$ cat config.mk
export PLATFORM = sky130hd
export DESIGN_NAME = ebi_top
export DESIGN_NICKNAME = d
export VERILOG_FILES = /design/src/common/ebi_pkg.sv /design/src/hw/ebi_regs.sv /design/src/hw/ebi_strap.sv /design/src/hw/ebi_top.sv
export SDC_FILE = /design/constraint.sdc
export NUM_CORES = 1
export LEC_CHECK = 0
export BUFFER_PORTS_ARGS = -buffer_cell sky130_fd_sc_hd__buf_2
export CORE_MARGIN = 2
export CORE_UTILIZATION = 55
export CTS_CLUSTER_SIZE = 10
export DETAILED_ROUTE_END_ITERATION = 8
export GPL_ROUTABILITY_DRIVEN = 0
export MAX_ROUTING_LAYER = met4
export PLACE_DENSITY = 0.87
export SLEW_MARGIN = 15
export SYNTH_ARGS = -nofsm -noshare
export SYNTH_HDL_FRONTEND = slang
export SYNTH_SLANG_ARGS = --single-unit
$ cat constraint.sdc
create_clock -name i_sys_clk -period 9.65 [get_ports i_sys_clk]
set_input_delay 1.93 -clock i_sys_clk [delete_from_list [all_inputs] [get_ports i_sys_clk]]
set_output_delay 1.93 -clock i_sys_clk [all_outputs]
set_load 0.02 [all_outputs]
$ cat src/common/ebi_pkg.sv
// constants shared by the external bus interface files.
// assumes a 32-bit apb with byte addressing; registers sit at index times four.
package ebi_pkg;

  // register indices, byte address is four times the index
  localparam logic [11:0] IDX_BUS_TIMING_LOW = 12'h468;
  localparam logic [11:0] IDX_BUS_TIMING_HIGH = 12'h469;
  localparam logic [11:0] IDX_BUS_CONFIGURATION = 12'h46A;
  localparam logic [11:0] IDX_BUS_STATUS = 12'h46B;
  localparam logic [15:0] ADDR_BUS_TIMING_LOW = 16'({IDX_BUS_TIMING_LOW, 2'b00});
  localparam logic [15:0] ADDR_BUS_TIMING_HIGH = 16'({IDX_BUS_TIMING_HIGH, 2'b00});
  localparam logic [15:0] ADDR_BUS_CONFIGURATION = 16'({IDX_BUS_CONFIGURATION, 2'b00});
  localparam logic [15:0] ADDR_BUS_STATUS = 16'({IDX_BUS_STATUS, 2'b00});

  // values after reset
  localparam logic [7:0] RST_BUS_TIMING_LOW = 8'hEF;
  localparam logic [7:0] RST_BUS_TIMING_HIGH = 8'hFF;
  localparam logic [7:0] RST_BUS_CONFIGURATION = 8'h00;

  // bus_timing_high field positions
  localparam int unsigned WRITE_DATA_TIME_LSB = 6;
  localparam int unsigned WRITE_ADDR_TIME_LSB = 4;
  localparam int unsigned READ_DATA_TIME_LSB = 2;
  localparam int unsigned READ_ADDR_TIME_LSB = 0;
  // bus_timing_low field positions
  localparam int unsigned STROBE_WIDTH_LSB = 6;
  localparam int unsigned LATCH_PULSE_WIDTH_BIT = 5;
  localparam int unsigned UNUSED_LOW_BIT = 4;
  localparam int unsigned CODE_READ_TIME_LSB = 2;
  localparam int unsigned CODE_ADDR_TIME_LSB = 0;
  // bus_configuration field positions
  localparam int unsigned STALL_INPUT_CONTROL_BIT = 4;
  localparam int unsigned BUS_CONTROL_BIT = 3;
  localparam int unsigned BUS_CONFIG_CODE_LSB = 0;
  localparam logic [7:0] BUS_CONFIGURATION_MASK = 8'h1F;
  // bus configuration codes loaded from the width strap
  localparam logic [2:0] BC_BUS_8 = 3'h2;
  localparam logic [2:0] BC_BUS_16 = 3'h3;
  // bus_status bit positions
  localparam int unsigned STAT_CODE_SOURCE_BIT = 0;
  localparam int unsigned STAT_BUS_WIDTH_BIT = 1;
  localparam int unsigned STAT_BUSY_BIT = 2;
  localparam int unsigned STAT_STALL_BIT = 3;

  // internal program memory size, 32 kbytes
  localparam logic [19:0] INT_CODE_LIMIT = 20'h08000;

  typedef enum logic [2:0] {ST_IDLE, ST_ALE, ST_ADDR, ST_STROBE, ST_HOLD} ebi_state_e;
  typedef enum logic [1:0] {K_CODE, K_READ, K_WRITE} ebi_kind_e;

endpackage : ebi_pkg

$ cat src/hw/ebi_regs.sv
// apb slave holding the bus timing and configuration registers.
// assumes apb3/apb4 master; answers with no wait states, errors on unmapped.
module ebi_regs (
  input wire logic i_sys_clk,
  input wire logic i_sys_rst,
  input wire logic i_psel,
  input wire logic i_penable,
  input wire logic i_pwrite,
  input wire logic [15:0] i_paddr,
  input wire logic [31:0] i_pwdata,
  input wire logic [3:0] i_pstrb,
  output logic [31:0] o_prdata,
  output logic o_pready,
  output logic o_pslverr,
  input wire logic i_strap_load,
  input wire logic i_width_strap,
  input wire logic [7:0] i_status,
  output logic [7:0] o_timing_low,
  output logic [7:0] o_timing_high,
  output logic [7:0] o_config
);

  typedef struct packed {
    logic [7:0] bus_timing_low;
    logic [7:0] bus_timing_high;
    logic [7:0] bus_configuration;
    logic [31:0] prdata;
    logic pready;
    logic pslverr;
  } ebi_regs_s;

  ebi_regs_s s_q;
  ebi_regs_s s_d;

  always_comb begin
    s_d = s_q;
    s_d.pready = 1'b0;
    s_d.pslverr = 1'b0;
    // default bus width follows the strap
    if (i_strap_load) begin
      s_d.bus_configuration[ebi_pkg::BUS_CONFIG_CODE_LSB +: 3] = i_width_strap ? ebi_pkg::BC_BUS_16
                                                                 : ebi_pkg::BC_BUS_8;
    end
    // setup phase: decode and prepare the answer
    if (i_psel && !i_penable) begin
      s_d.pready = 1'b1;
      s_d.prdata = 32'h0000_0000;
      case (i_paddr)
        ebi_pkg::ADDR_BUS_TIMING_LOW: s_d.prdata[7:0] = s_q.bus_timing_low;
        ebi_pkg::ADDR_BUS_TIMING_HIGH: s_d.prdata[7:0] = s_q.bus_timing_high;
        ebi_pkg::ADDR_BUS_CONFIGURATION: s_d.prdata[7:0] = s_q.bus_configuration;
        ebi_pkg::ADDR_BUS_STATUS: s_d.prdata[7:0] = i_status;
        default: s_d.pslverr = 1'b1;
      endcase
    end
    // write lands on the access edge only; status is read only
    if (i_psel && i_penable && s_q.pready && i_pwrite && i_pstrb[0]) begin
      case (i_paddr)
        ebi_pkg::ADDR_BUS_TIMING_LOW: begin
          s_d.bus_timing_low = i_pwdata[7:0];
          s_d.bus_timing_low[ebi_pkg::UNUSED_LOW_BIT] = 1'b0;
        end
        ebi_pkg::ADDR_BUS_TIMING_HIGH: s_d.bus_timing_high = i_pwdata[7:0];
        ebi_pkg::ADDR_BUS_CONFIGURATION: s_d.bus_configuration = i_pwdata[7:0] & ebi_pkg::BUS_CONFIGURATION_MASK;
        default: s_d.bus_timing_low = s_d.bus_timing_low;
      endcase
    end
  end

  always_ff @(posedge i_sys_clk or posedge i_sys_rst) begin
    if (i_sys_rst) begin
      s_q <= '0;
      s_q.bus_timing_low <= ebi_pkg::RST_BUS_TIMING_LOW;
      s_q.bus_timing_high <= ebi_pkg::RST_BUS_TIMING_HIGH;
      s_q.bus_configuration <= ebi_pkg::RST_BUS_CONFIGURATION;
    end else begin
      s_q <= s_d;
    end
  end

  assign o_prdata = s_q.prdata;
  assign o_pready = s_q.pready;
  assign o_pslverr = s_q.pslverr;
  assign o_timing_low = s_q.bus_timing_low;
  assign o_timing_high = s_q.bus_timing_high;
  assign o_config = s_q.bus_configuration;

endmodule : ebi_regs

$ cat src/hw/ebi_strap.sv
// strap capture for the code source and bus width pins.
// assumes straps are stable across the release of the asynchronous reset.
module ebi_strap (
  input wire logic i_sys_clk,
  input wire logic i_sys_rst,
  input wire logic i_code_pin,
  input wire logic i_width_pin,
  output logic o_code_source,
  output logic o_bus_width,
  output logic o_done,
  output logic o_load
);

  typedef struct packed {
    logic done;
    logic load;
    logic code;
    logic width;
  } ebi_strap_s;

  ebi_strap_s s_q;
  ebi_strap_s s_d;

  // pins are caught at the first edge after release, never under reset; held until reset
  always_comb begin
    s_d = s_q;
    s_d.load = 1'b0;
    if (!s_q.done) begin
      s_d.code = i_code_pin;
      s_d.width = i_width_pin;
      s_d.done = 1'b1;
      s_d.load = 1'b1;
    end
  end

  always_ff @(posedge i_sys_clk or posedge i_sys_rst) begin
    if (i_sys_rst) begin
      s_q <= '0;
    end else begin
      s_q <= s_d;
    end
  end

  assign o_code_source = s_q.code;
  assign o_bus_width = s_q.width;
  assign o_done = s_q.done;
  assign o_load = s_q.load;

endmodule : ebi_strap

$ cat src/hw/ebi_top.sv
// external bus interface: code and data cycles on a multiplexed bus.
// assumes pins synchronous to i_sys_clk; internal program memory outside.
//
// How it works
// - program fetch strobe goes low during every external code fetch.
// - program fetch strobe stays high except during external code fetches.
// - code source strap caught at reset release and held until next reset.
// - captured zero sends every code fetch to external memory.
// - captured one keeps code below internal size internal, at or above goes external.
// - after capture the code source pin acts as stall request.
// - stall high during the strobe phase of an external access stretches it until released.
// - bus_timing_high holds write, read data and address timings, resets FF.
// - bus_timing_low holds strobe width, latch width, code timings, resets EF.
// - address latch strobe pulses high only during a bus cycle.
// - bus width strap caught at release picks 8-bit or 16-bit default.
// - separate active-low read strobe for external data reads.
module ebi_top (
  input wire logic i_sys_clk,
  input wire logic i_sys_rst,
  input wire logic i_psel,
  input wire logic i_penable,
  input wire logic i_pwrite,
  input wire logic [15:0] i_paddr,
  input wire logic [31:0] i_pwdata,
  input wire logic [3:0] i_pstrb,
  output logic [31:0] o_prdata,
  output logic o_pready,
  output logic o_pslverr,
  input wire logic i_req,
  input wire logic i_req_code,
  input wire logic i_req_write,
  input wire logic i_req_word,
  input wire logic [19:0] i_req_addr,
  input wire logic [15:0] i_req_wdata,
  output logic o_ack,
  output logic o_ack_internal,
  output logic [15:0] o_rdata,
  output logic o_busy,
  input wire logic i_code_source_strap,
  input wire logic i_bus_width_strap,
  output logic o_ale,
  output logic o_program_fetch_strobe_n,
  output logic o_read_strobe_n,
  output logic o_low_byte_write_strobe_n,
  output logic o_high_byte_write_strobe_n,
  output logic [3:0] o_addr_hi,
  output logic [15:0] o_ad_out,
  output logic o_ad_oe,
  input wire logic [15:0] i_ad_in
);

  typedef struct packed {
    ebi_pkg::ebi_state_e state;
    logic [2:0] cnt;
    ebi_pkg::ebi_kind_e kind;
    logic word;
    logic second;
    logic [19:0] addr;
    logic [15:0] wdata;
    logic [15:0] rdata;
    logic ack;
    logic ack_int;
    logic busy;
    logic ale;
    logic pfs_n;
    logic rd_n;
    logic wrl_n;
    logic wrh_n;
    logic [15:0] ad_out;
    logic ad_oe;
    logic [3:0] addr_hi;
  } ebi_core_s;

  ebi_core_s s_q;
  ebi_core_s s_d;

  logic code_source;
  logic bus_width;
  logic strap_done;
  logic strap_load;
  logic [7:0] bus_timing_low;
  logic [7:0] bus_timing_high;
  logic [7:0] bus_configuration;
  logic [7:0] status;

  ebi_strap u_strap (
    .i_sys_clk(i_sys_clk),
    .i_sys_rst(i_sys_rst),
    .i_code_pin(i_code_source_strap),
    .i_width_pin(i_bus_width_strap),
    .o_code_source(code_source),
    .o_bus_width(bus_width),
    .o_done(strap_done),
    .o_load(strap_load)
  );

  ebi_regs u_regs (
    .i_sys_clk(i_sys_clk),
    .i_sys_rst(i_sys_rst),
    .i_psel(i_psel),
    .i_penable(i_penable),
    .i_pwrite(i_pwrite),
    .i_paddr(i_paddr),
    .i_pwdata(i_pwdata),
    .i_pstrb(i_pstrb),
    .o_prdata(o_prdata),
    .o_pready(o_pready),
    .o_pslverr(o_pslverr),
    .i_strap_load(strap_load),
    .i_width_strap(bus_width), // captured copy, the pin may move after release
    .i_status(status),
    .o_timing_low(bus_timing_low),
    .o_timing_high(bus_timing_high),
    .o_config(bus_configuration)
  );

  // address or data phase length for the access kind
  function automatic logic [1:0] phase_time(ebi_pkg::ebi_kind_e k, logic [7:0] lo,
                                            logic [7:0] hi, logic data);
    logic [1:0] t;
    case (k)
      ebi_pkg::K_CODE: t = data ? lo[ebi_pkg::CODE_READ_TIME_LSB +: 2]
                                : lo[ebi_pkg::CODE_ADDR_TIME_LSB +: 2];
      ebi_pkg::K_READ: t = data ? hi[ebi_pkg::READ_DATA_TIME_LSB +: 2]
                                : hi[ebi_pkg::READ_ADDR_TIME_LSB +: 2];
      default: t = data ? hi[ebi_pkg::WRITE_DATA_TIME_LSB +: 2]
                        : hi[ebi_pkg::WRITE_ADDR_TIME_LSB +: 2];
    endcase
    return t;
  endfunction : phase_time

  logic bus16;
  logic stall;
  logic go;
  logic [19:0] go_addr;
  logic enter_strobe;
  logic finish;
  logic [1:0] hold_time;

  // code source pin doubles as stall once the strap is taken
  assign bus16 = (bus_configuration[ebi_pkg::BUS_CONFIG_CODE_LSB +: 3] == ebi_pkg::BC_BUS_16);
  assign stall = strap_done && i_code_source_strap && !bus_configuration[ebi_pkg::STALL_INPUT_CONTROL_BIT];
  assign hold_time = bus_timing_low[ebi_pkg::STROBE_WIDTH_LSB +: 2];

  always_comb begin
    status = 8'h00;
    status[ebi_pkg::STAT_CODE_SOURCE_BIT] = code_source;
    status[ebi_pkg::STAT_BUS_WIDTH_BIT] = bus_width;
    status[ebi_pkg::STAT_BUSY_BIT] = s_q.busy;
    status[ebi_pkg::STAT_STALL_BIT] = stall;
  end

  always_comb begin
    s_d = s_q;
    s_d.ack = 1'b0;
    s_d.ack_int = 1'b0;
    go = 1'b0;
    go_addr = s_q.addr;
    enter_strobe = 1'b0;
    finish = 1'b0;
    case (s_q.state)
      ebi_pkg::ST_IDLE: begin
        if (strap_done && i_req) begin
          s_d.addr = i_req_addr;
          s_d.wdata = i_req_wdata;
          s_d.word = i_req_word || i_req_code;
          s_d.second = 1'b0;
          s_d.rdata = 16'h0000;
          if (i_req_code) begin
            s_d.kind = ebi_pkg::K_CODE;
          end else if (i_req_write) begin
            s_d.kind = ebi_pkg::K_WRITE;
          end else begin
            s_d.kind = ebi_pkg::K_READ;
          end
          // strap low forces all code external; high keeps the low part inside
          if (i_req_code && code_source && (i_req_addr < ebi_pkg::INT_CODE_LIMIT)) begin
            s_d.ack = 1'b1;
            s_d.ack_int = 1'b1;
          end else begin
            go = 1'b1;
            go_addr = i_req_addr;
          end
        end
      end
      ebi_pkg::ST_ALE: begin
        if (s_q.cnt != 3'h0) begin
          s_d.cnt = s_q.cnt - 3'h1;
        end else begin
          s_d.ale = 1'b0;
          if (phase_time(s_q.kind, bus_timing_low, bus_timing_high, 1'b0) == 2'h0) begin
            enter_strobe = 1'b1;
          end else begin
            s_d.state = ebi_pkg::ST_ADDR;
            s_d.cnt = {1'b0, phase_time(s_q.kind, bus_timing_low, bus_timing_high, 1'b0) - 2'h1};
          end
        end
      end
      ebi_pkg::ST_ADDR: begin
        if (s_q.cnt != 3'h0) begin
          s_d.cnt = s_q.cnt - 3'h1;
        end else begin
          enter_strobe = 1'b1;
        end
      end
      ebi_pkg::ST_STROBE: begin
        // stall sampled each edge; each high sample adds one clock
        if (stall) begin
          s_d.cnt = s_q.cnt;
        end else if (s_q.cnt != 3'h0) begin
          s_d.cnt = s_q.cnt - 3'h1;
        end else begin
          s_d.pfs_n = 1'b1;
          s_d.rd_n = 1'b1;
          s_d.wrl_n = 1'b1;
          s_d.wrh_n = 1'b1;
          if (s_q.kind != ebi_pkg::K_WRITE) begin
            if (!bus16) begin
              if (s_q.second) begin
                s_d.rdata[15:8] = i_ad_in[7:0];
              end else begin
                s_d.rdata[7:0] = i_ad_in[7:0];
              end
            end else if (s_q.word) begin
              s_d.rdata = i_ad_in;
            end else if (s_q.addr[0]) begin
              s_d.rdata = {8'h00, i_ad_in[15:8]};
            end else begin
              s_d.rdata = {8'h00, i_ad_in[7:0]};
            end
          end
          if (hold_time == 2'h0) begin
            finish = 1'b1;
          end else begin
            s_d.state = ebi_pkg::ST_HOLD;
            s_d.cnt = {1'b0, hold_time - 2'h1};
          end
        end
      end
      ebi_pkg::ST_HOLD: begin
        if (s_q.cnt != 3'h0) begin
          s_d.cnt = s_q.cnt - 3'h1;
        end else begin
          finish = 1'b1;
        end
      end
      default: begin
        s_d.state = ebi_pkg::ST_IDLE;
      end
    endcase

    // strobe phase: only the strobe of this access kind falls
    if (enter_strobe) begin
      s_d.state = ebi_pkg::ST_STROBE;
      s_d.cnt = {1'b0, phase_time(s_q.kind, bus_timing_low, bus_timing_high, 1'b1)};
      case (s_q.kind)
        ebi_pkg::K_CODE: begin
          s_d.pfs_n = 1'b0;
          s_d.ad_oe = 1'b0;
        end
        ebi_pkg::K_READ: begin
          s_d.rd_n = 1'b0;
          s_d.ad_oe = 1'b0;
        end
        default: begin
          s_d.ad_oe = 1'b1;
          if (!bus16) begin
            s_d.wrl_n = 1'b0;
            s_d.ad_out = {8'h00, s_q.second ? s_q.wdata[15:8] : s_q.wdata[7:0]};
          end else if (s_q.word) begin
            s_d.wrl_n = 1'b0;
            s_d.wrh_n = 1'b0;
            s_d.ad_out = s_q.wdata;
          end else if (s_q.addr[0]) begin
            s_d.wrh_n = 1'b0;
            s_d.ad_out = {s_q.wdata[7:0], 8'h00};
          end else begin
            s_d.wrl_n = 1'b0;
            s_d.ad_out = {8'h00, s_q.wdata[7:0]};
          end
        end
      endcase
    end

    // an 8-bit bus splits a word into two byte cycles, low byte first
    if (finish) begin
      s_d.ad_oe = 1'b0;
      if (!bus16 && s_q.word && !s_q.second) begin
        s_d.second = 1'b1;
        go = 1'b1;
        go_addr = s_q.addr + 20'h00001;
      end else begin
        s_d.state = ebi_pkg::ST_IDLE;
        s_d.ack = 1'b1;
      end
    end

    // address phase on the multiplexed lines with the latch pulse
    if (go) begin
      s_d.state = ebi_pkg::ST_ALE;
      s_d.cnt = {2'b00, bus_timing_low[ebi_pkg::LATCH_PULSE_WIDTH_BIT]};
      s_d.ale = 1'b1;
      s_d.ad_out = go_addr[15:0];
      s_d.ad_oe = 1'b1;
      s_d.addr_hi = go_addr[19:16];
    end

    s_d.busy = (s_d.state != ebi_pkg::ST_IDLE);
  end

  // active-low strobes idle high out of reset; the latch strobe idles low
  always_ff @(posedge i_sys_clk or posedge i_sys_rst) begin
    if (i_sys_rst) begin
      s_q <= '0;
      s_q.state <= ebi_pkg::ST_IDLE;
      s_q.kind <= ebi_pkg::K_CODE;
      s_q.pfs_n <= 1'b1;
      s_q.rd_n <= 1'b1;
      s_q.wrl_n <= 1'b1;
      s_q.wrh_n <= 1'b1;
    end else begin
      s_q <= s_d;
    end
  end

  assign o_ack = s_q.ack;
  assign o_ack_internal = s_q.ack_int;
  assign o_rdata = s_q.rdata;
  assign o_busy = s_q.busy;
  assign o_ale = s_q.ale;
  assign o_program_fetch_strobe_n = s_q.pfs_n;
  assign o_read_strobe_n = s_q.rd_n;
  assign o_low_byte_write_strobe_n = s_q.wrl_n;
  assign o_high_byte_write_strobe_n = s_q.wrh_n;
  assign o_addr_hi = s_q.addr_hi;
  assign o_ad_out = s_q.ad_out;
  assign o_ad_oe = s_q.ad_oe;

endmodule : ebi_top

==> implementation parameters <==
Parameter                              Value

Status
  Result of the run ... completed

Cells and area
  Non-filler instance count after layout ... 1022
  Net count of the finished layout ... 955
  End-of-flow core utilization ... 64.23%
  Fraction of layout cells with a size suffix above 1 ... 29.76%
  Antenna diode count ... 0
  Final-layout fill cell count ... 1039
  Post-synthesis to final-layout area growth ... 15.31%

Detailed routing
  Remaining antenna violation count ... 0
  Drt first pass iters ... 5
  Routed length per instance ... 16.92 um
  1st-iter DRT viols ... 444
  Routed wire length ... 17.29 mm
  Via Count ... 5749
  Via density per instance ... 5.625
  DRC ... 0

CTS
  Maximum number of buffers from clock root to sink ... 2
  Clock tree from TritonCTS ... done
  H-tree depth ... 4
  Clock Tree Root ... sky130_fd_sc_hd__clkbuf_16
  Resized cells post-CTS ... 0
  Number of buffers inserted by post-CTS setup repair ... 0
  Num CTS Buffers ... 17
  Hold_buf cts ... 0
  Clock Sinks ... 125
  Later-pin clock latency in the skew report ... 0.42 ns
  Clock slew seen by the registers of the worst setup and hold paths ... 0.05 ns

GRT
  Number of global-route vias before repair ... 5302
  Aggregate global-route resource usage ... 26.82%
  Number of antenna violations at the first check in global routing ... 0
  Gr ovfl total ... 0
  First-pass GRT wire length ... 26.98 mm
  Maximum number of pins on one net before global-route repair ... 84

STA
  Post-layout min period ... 4.166 ns
  Final setup violating endpoints ... 0
  Share of the cycle needed by the critical path after routing ... 43.17%
  Final setup margin ... 5.484 ns
  Final Slew Violations ... 0
  Setup repair after global routing missed its margin ... no
  Worst Max-Slew Pin Slew ... 1.036 ns
  Aggregate negative setup slack ... 0 ns
  Final Hold Vio Count ... 0
  Maximum achievable frequency ... 240.1 MHz
  Max-Slew Margin vs Limit ... 30.62%
  Worst clock skew ... 0.01656 ns

Synthesis
  Fraction of registers with async set or reset after synthesis ... 100.0%
  Average footprint of a synthesized cell ... 9.297 um2
  Synthesis-stage register bit count ... 125
  Most frequently used flop master after synthesis ... sky130_fd_sc_hd__dfrtp_1
  Yosys warning total ... 0
  Post-synth EDFFs ... 0
  Part of the Yosys area used for sequential elements ... 45.20%
  Number of instances in the synthesized netlist ... 750
  Number of distinct library cell variants in the gate-level netlist after synthesis ... 67
  Netlist area before placement ... 6973 um2

Floorplan
  Initial Utilization ... 55.71%
  Num rows ... 41
  Height of the die ... 116.6 um
  Top-level port count ... 194
  Core Area ... 12520 um2
  Die Span X ... 116.6 um
  Total die area ... 13590 um2

Critical path
  Cell with the largest stage delay on the worst path ... sky130_fd_sc_hd__nor2_1
  Biggest cell delay along the critical path ... 0.78 ns
  Cell-by-cell listing of the critical path ... buf_2 -> nor4_1 -> nand4b_1 -> and2_0 -> nor2_1 -> a31oi_1 -> or3_1
  Class of the most critical setup path ... input pin to register
  Startpoint class of the critical path ... input pin
  CP Max Fanout ... 14
  Critical path data required time ... 9.94 ns
  Arrival time at the worst endpoint ... 4.45 ns
  Crit end category ... register

Hold path
  Worst hold-check path type ... register to register

Place
  Port Buf Inserts ... 142
  HPWL after detailed placement ... 11.88 mm
  Pre-CTS WS ... 5.103 ns
  Placed Cells incl. Taps ... 990

Power and ir drop
  Highest ir drop seen on vdd ... 0.0001599 V
  Static leakage power ... 3.862 nW
  Final Power ... 0.002364 W
  P per Cell Area ... 294.0 nW/um2

Job
  Max-cap check violation count ... 0
-- cell usage in the layout (no fill, tap or decap), drive strengths merged, types with 5 or more instances in the layout --
cell     Yosys  routed
a21oi       42      42
a221o        6       6
a22oi        6       6
and3         6       6
buf         77     146
clkbuf      24      23
conb         2      25
dfrtp      106     106
dfstp       19      19
inv         11      11
mux2        34      34
mux2i       14      14
nand2      173     173
nand2b       6       6
nand3       18      18
nand3b       6       6
nand4        6       6
nor2        45      45
nor3         9       9
nor4         6       6
o21ai       32      32
o22ai        6       6
o2bb2ai      5       5
o31ai       10      10
xnor2        8       8
xor2        12      12
-- critical path, delay by kind of cell --
family | cells | cell delay (ns)
AOI/OAI and AO/OA | 1 | 0.21
buffers and inverters | 1 | 0.11
and+or+nand+nor | 5 | 2.21
-- Yosys cell counts (all sizes together) (2+ instances only) --
cell type,count,area (um2)
nand2,173,649.4
dfrtp,106,2653
buf,77,543.0
nor2,45,168.9
a21oi,42,214.0
mux2,34,409.1
o21ai,32,160.2
clkbuf,24,90.09
dfstp,19,499.2
nand3,18,90.09
mux2i,14,140.1
xor2,12,105.1
inv,11,41.29
o31ai,10,75.07
nor3,9,50.05
xnor2,8,70.07
a221o,6,60.06
a22oi,6,45.04
and3,6,37.54
nand2b,6,37.54
nand3b,6,48.80
nand4,6,52.55
nor4,6,58.80
o22ai,6,37.54
o2bb2ai,5,43.79
a221oi,4,35.03
a31oi,4,25.02
and2,4,25.03
mux4,4,90.09
nor3b,4,46.29
or2,4,25.02
a22o,3,27.53
and3b,3,26.28
ha,3,37.54
nor2b,3,18.77
or3,3,18.77
a211oi,2,15.01
and4,2,17.52
conb,2,7.510
nand4b,2,17.52
o21a,2,15.01
o22a,2,17.52
or3b,2,17.52
-- stage by stage --
step | area (um2) | hold WS, ns
4_1_cts | 8040 | 0.4756
6_report | 8040 | 0.4694
3_3_place_gp | 7395 | 0.4545
2_1_floorplan | 7059 | 0.4498
3_5_place_dp | 7395 | 0.4632
5_1_grt | 8040 | 0.5099
-- worst paths after layout --
path,from,to,slack (ns),depth (start not counted)
min,o_rdata[3],o_rdata[3],0.47,2
max,i_req_addr[18],o_busy,5.48,7
min reg2reg,o_rdata[3],o_rdata[3],0.47,2
min in group asynchronous,i_sys_rst,u_regs.o_config[1],1.57,2
max in group asynchronous,i_sys_rst,s_q[72],6.66,3
max reg2reg,s_q[88],o_busy,6.33,7
-- layout make-up --
cell class / instances / area (um2) / area share, %
Inverter: 11 / 43.79 / 0.5447
Tap cell: 172 / 215.2 / 2.677
Multi-Input combinational cell: 536 / 3243 / 40.34
Timing Repair Buffer: 146 / 740.7 / 9.213
Clock inverter: 9 / 157.7 / 1.961
Clock buffer: 23 / 488.0 / 6.069
Sequential cell: 125 / 3152 / 39.20
-- where the power goes --
part           total (W)  internal (W)  switching [W]  leakage (nW)
sequential      0.000889      0.000704       0.000185          1.54
combinational   0.000782      0.000310       0.000472          2.02
clock           0.000692      0.000460       0.000232         0.310
-- state kept, by name (all words and copies together) (netlist names) --
name	cells
u_regs.o_timing_high	8
o_rdata	16
s_q	46
u_strap.o_code_source	1
o_ale	1
o_ack_internal	1
u_regs.o_prdata	8
o_ad_out	16
o_busy	1
o_addr_hi	4
u_strap.o_load	1
o_ack	1
u_strap.o_bus_width	1
o_low_byte_write_strobe_n	1
u_regs.o_config	5
u_strap.o_done	1
o_high_byte_write_strobe_n	1
o_ad_oe	1
u_regs.o_pslverr	1
o_read_strobe_n	1
o_program_fetch_strobe_n	1
u_regs.o_pready	1
u_regs.o_timing_low	7
-- routing by layer --
layer / vias to the layer above / track usage [%] / part of all wire (%)
li1: 2674 / - / -
met1: 2780 / 34.30 / 41
met2: 256 / 42.75 / 49
met3: 39 / 5.656 / 7.2
met4: 0 / 9.255 / 2.0
met5: - / - / 0
-- cells by family after synthesis --
family	count (synthesis)	share of synthesized area, %
adder cells (fa/ha/maj)	3	0.5384
AO/OA/AOI/OAI	131	11.93
AND/OR/NAND/NOR	305	20.87
multiplexers	52	9.169
buffers and inverters	112	9.672
XOR/XNOR	20	2.512
other	2	0.1077
flip-flops	125	45.20
No activity file was read; power rests on OpenSTA's default activity.
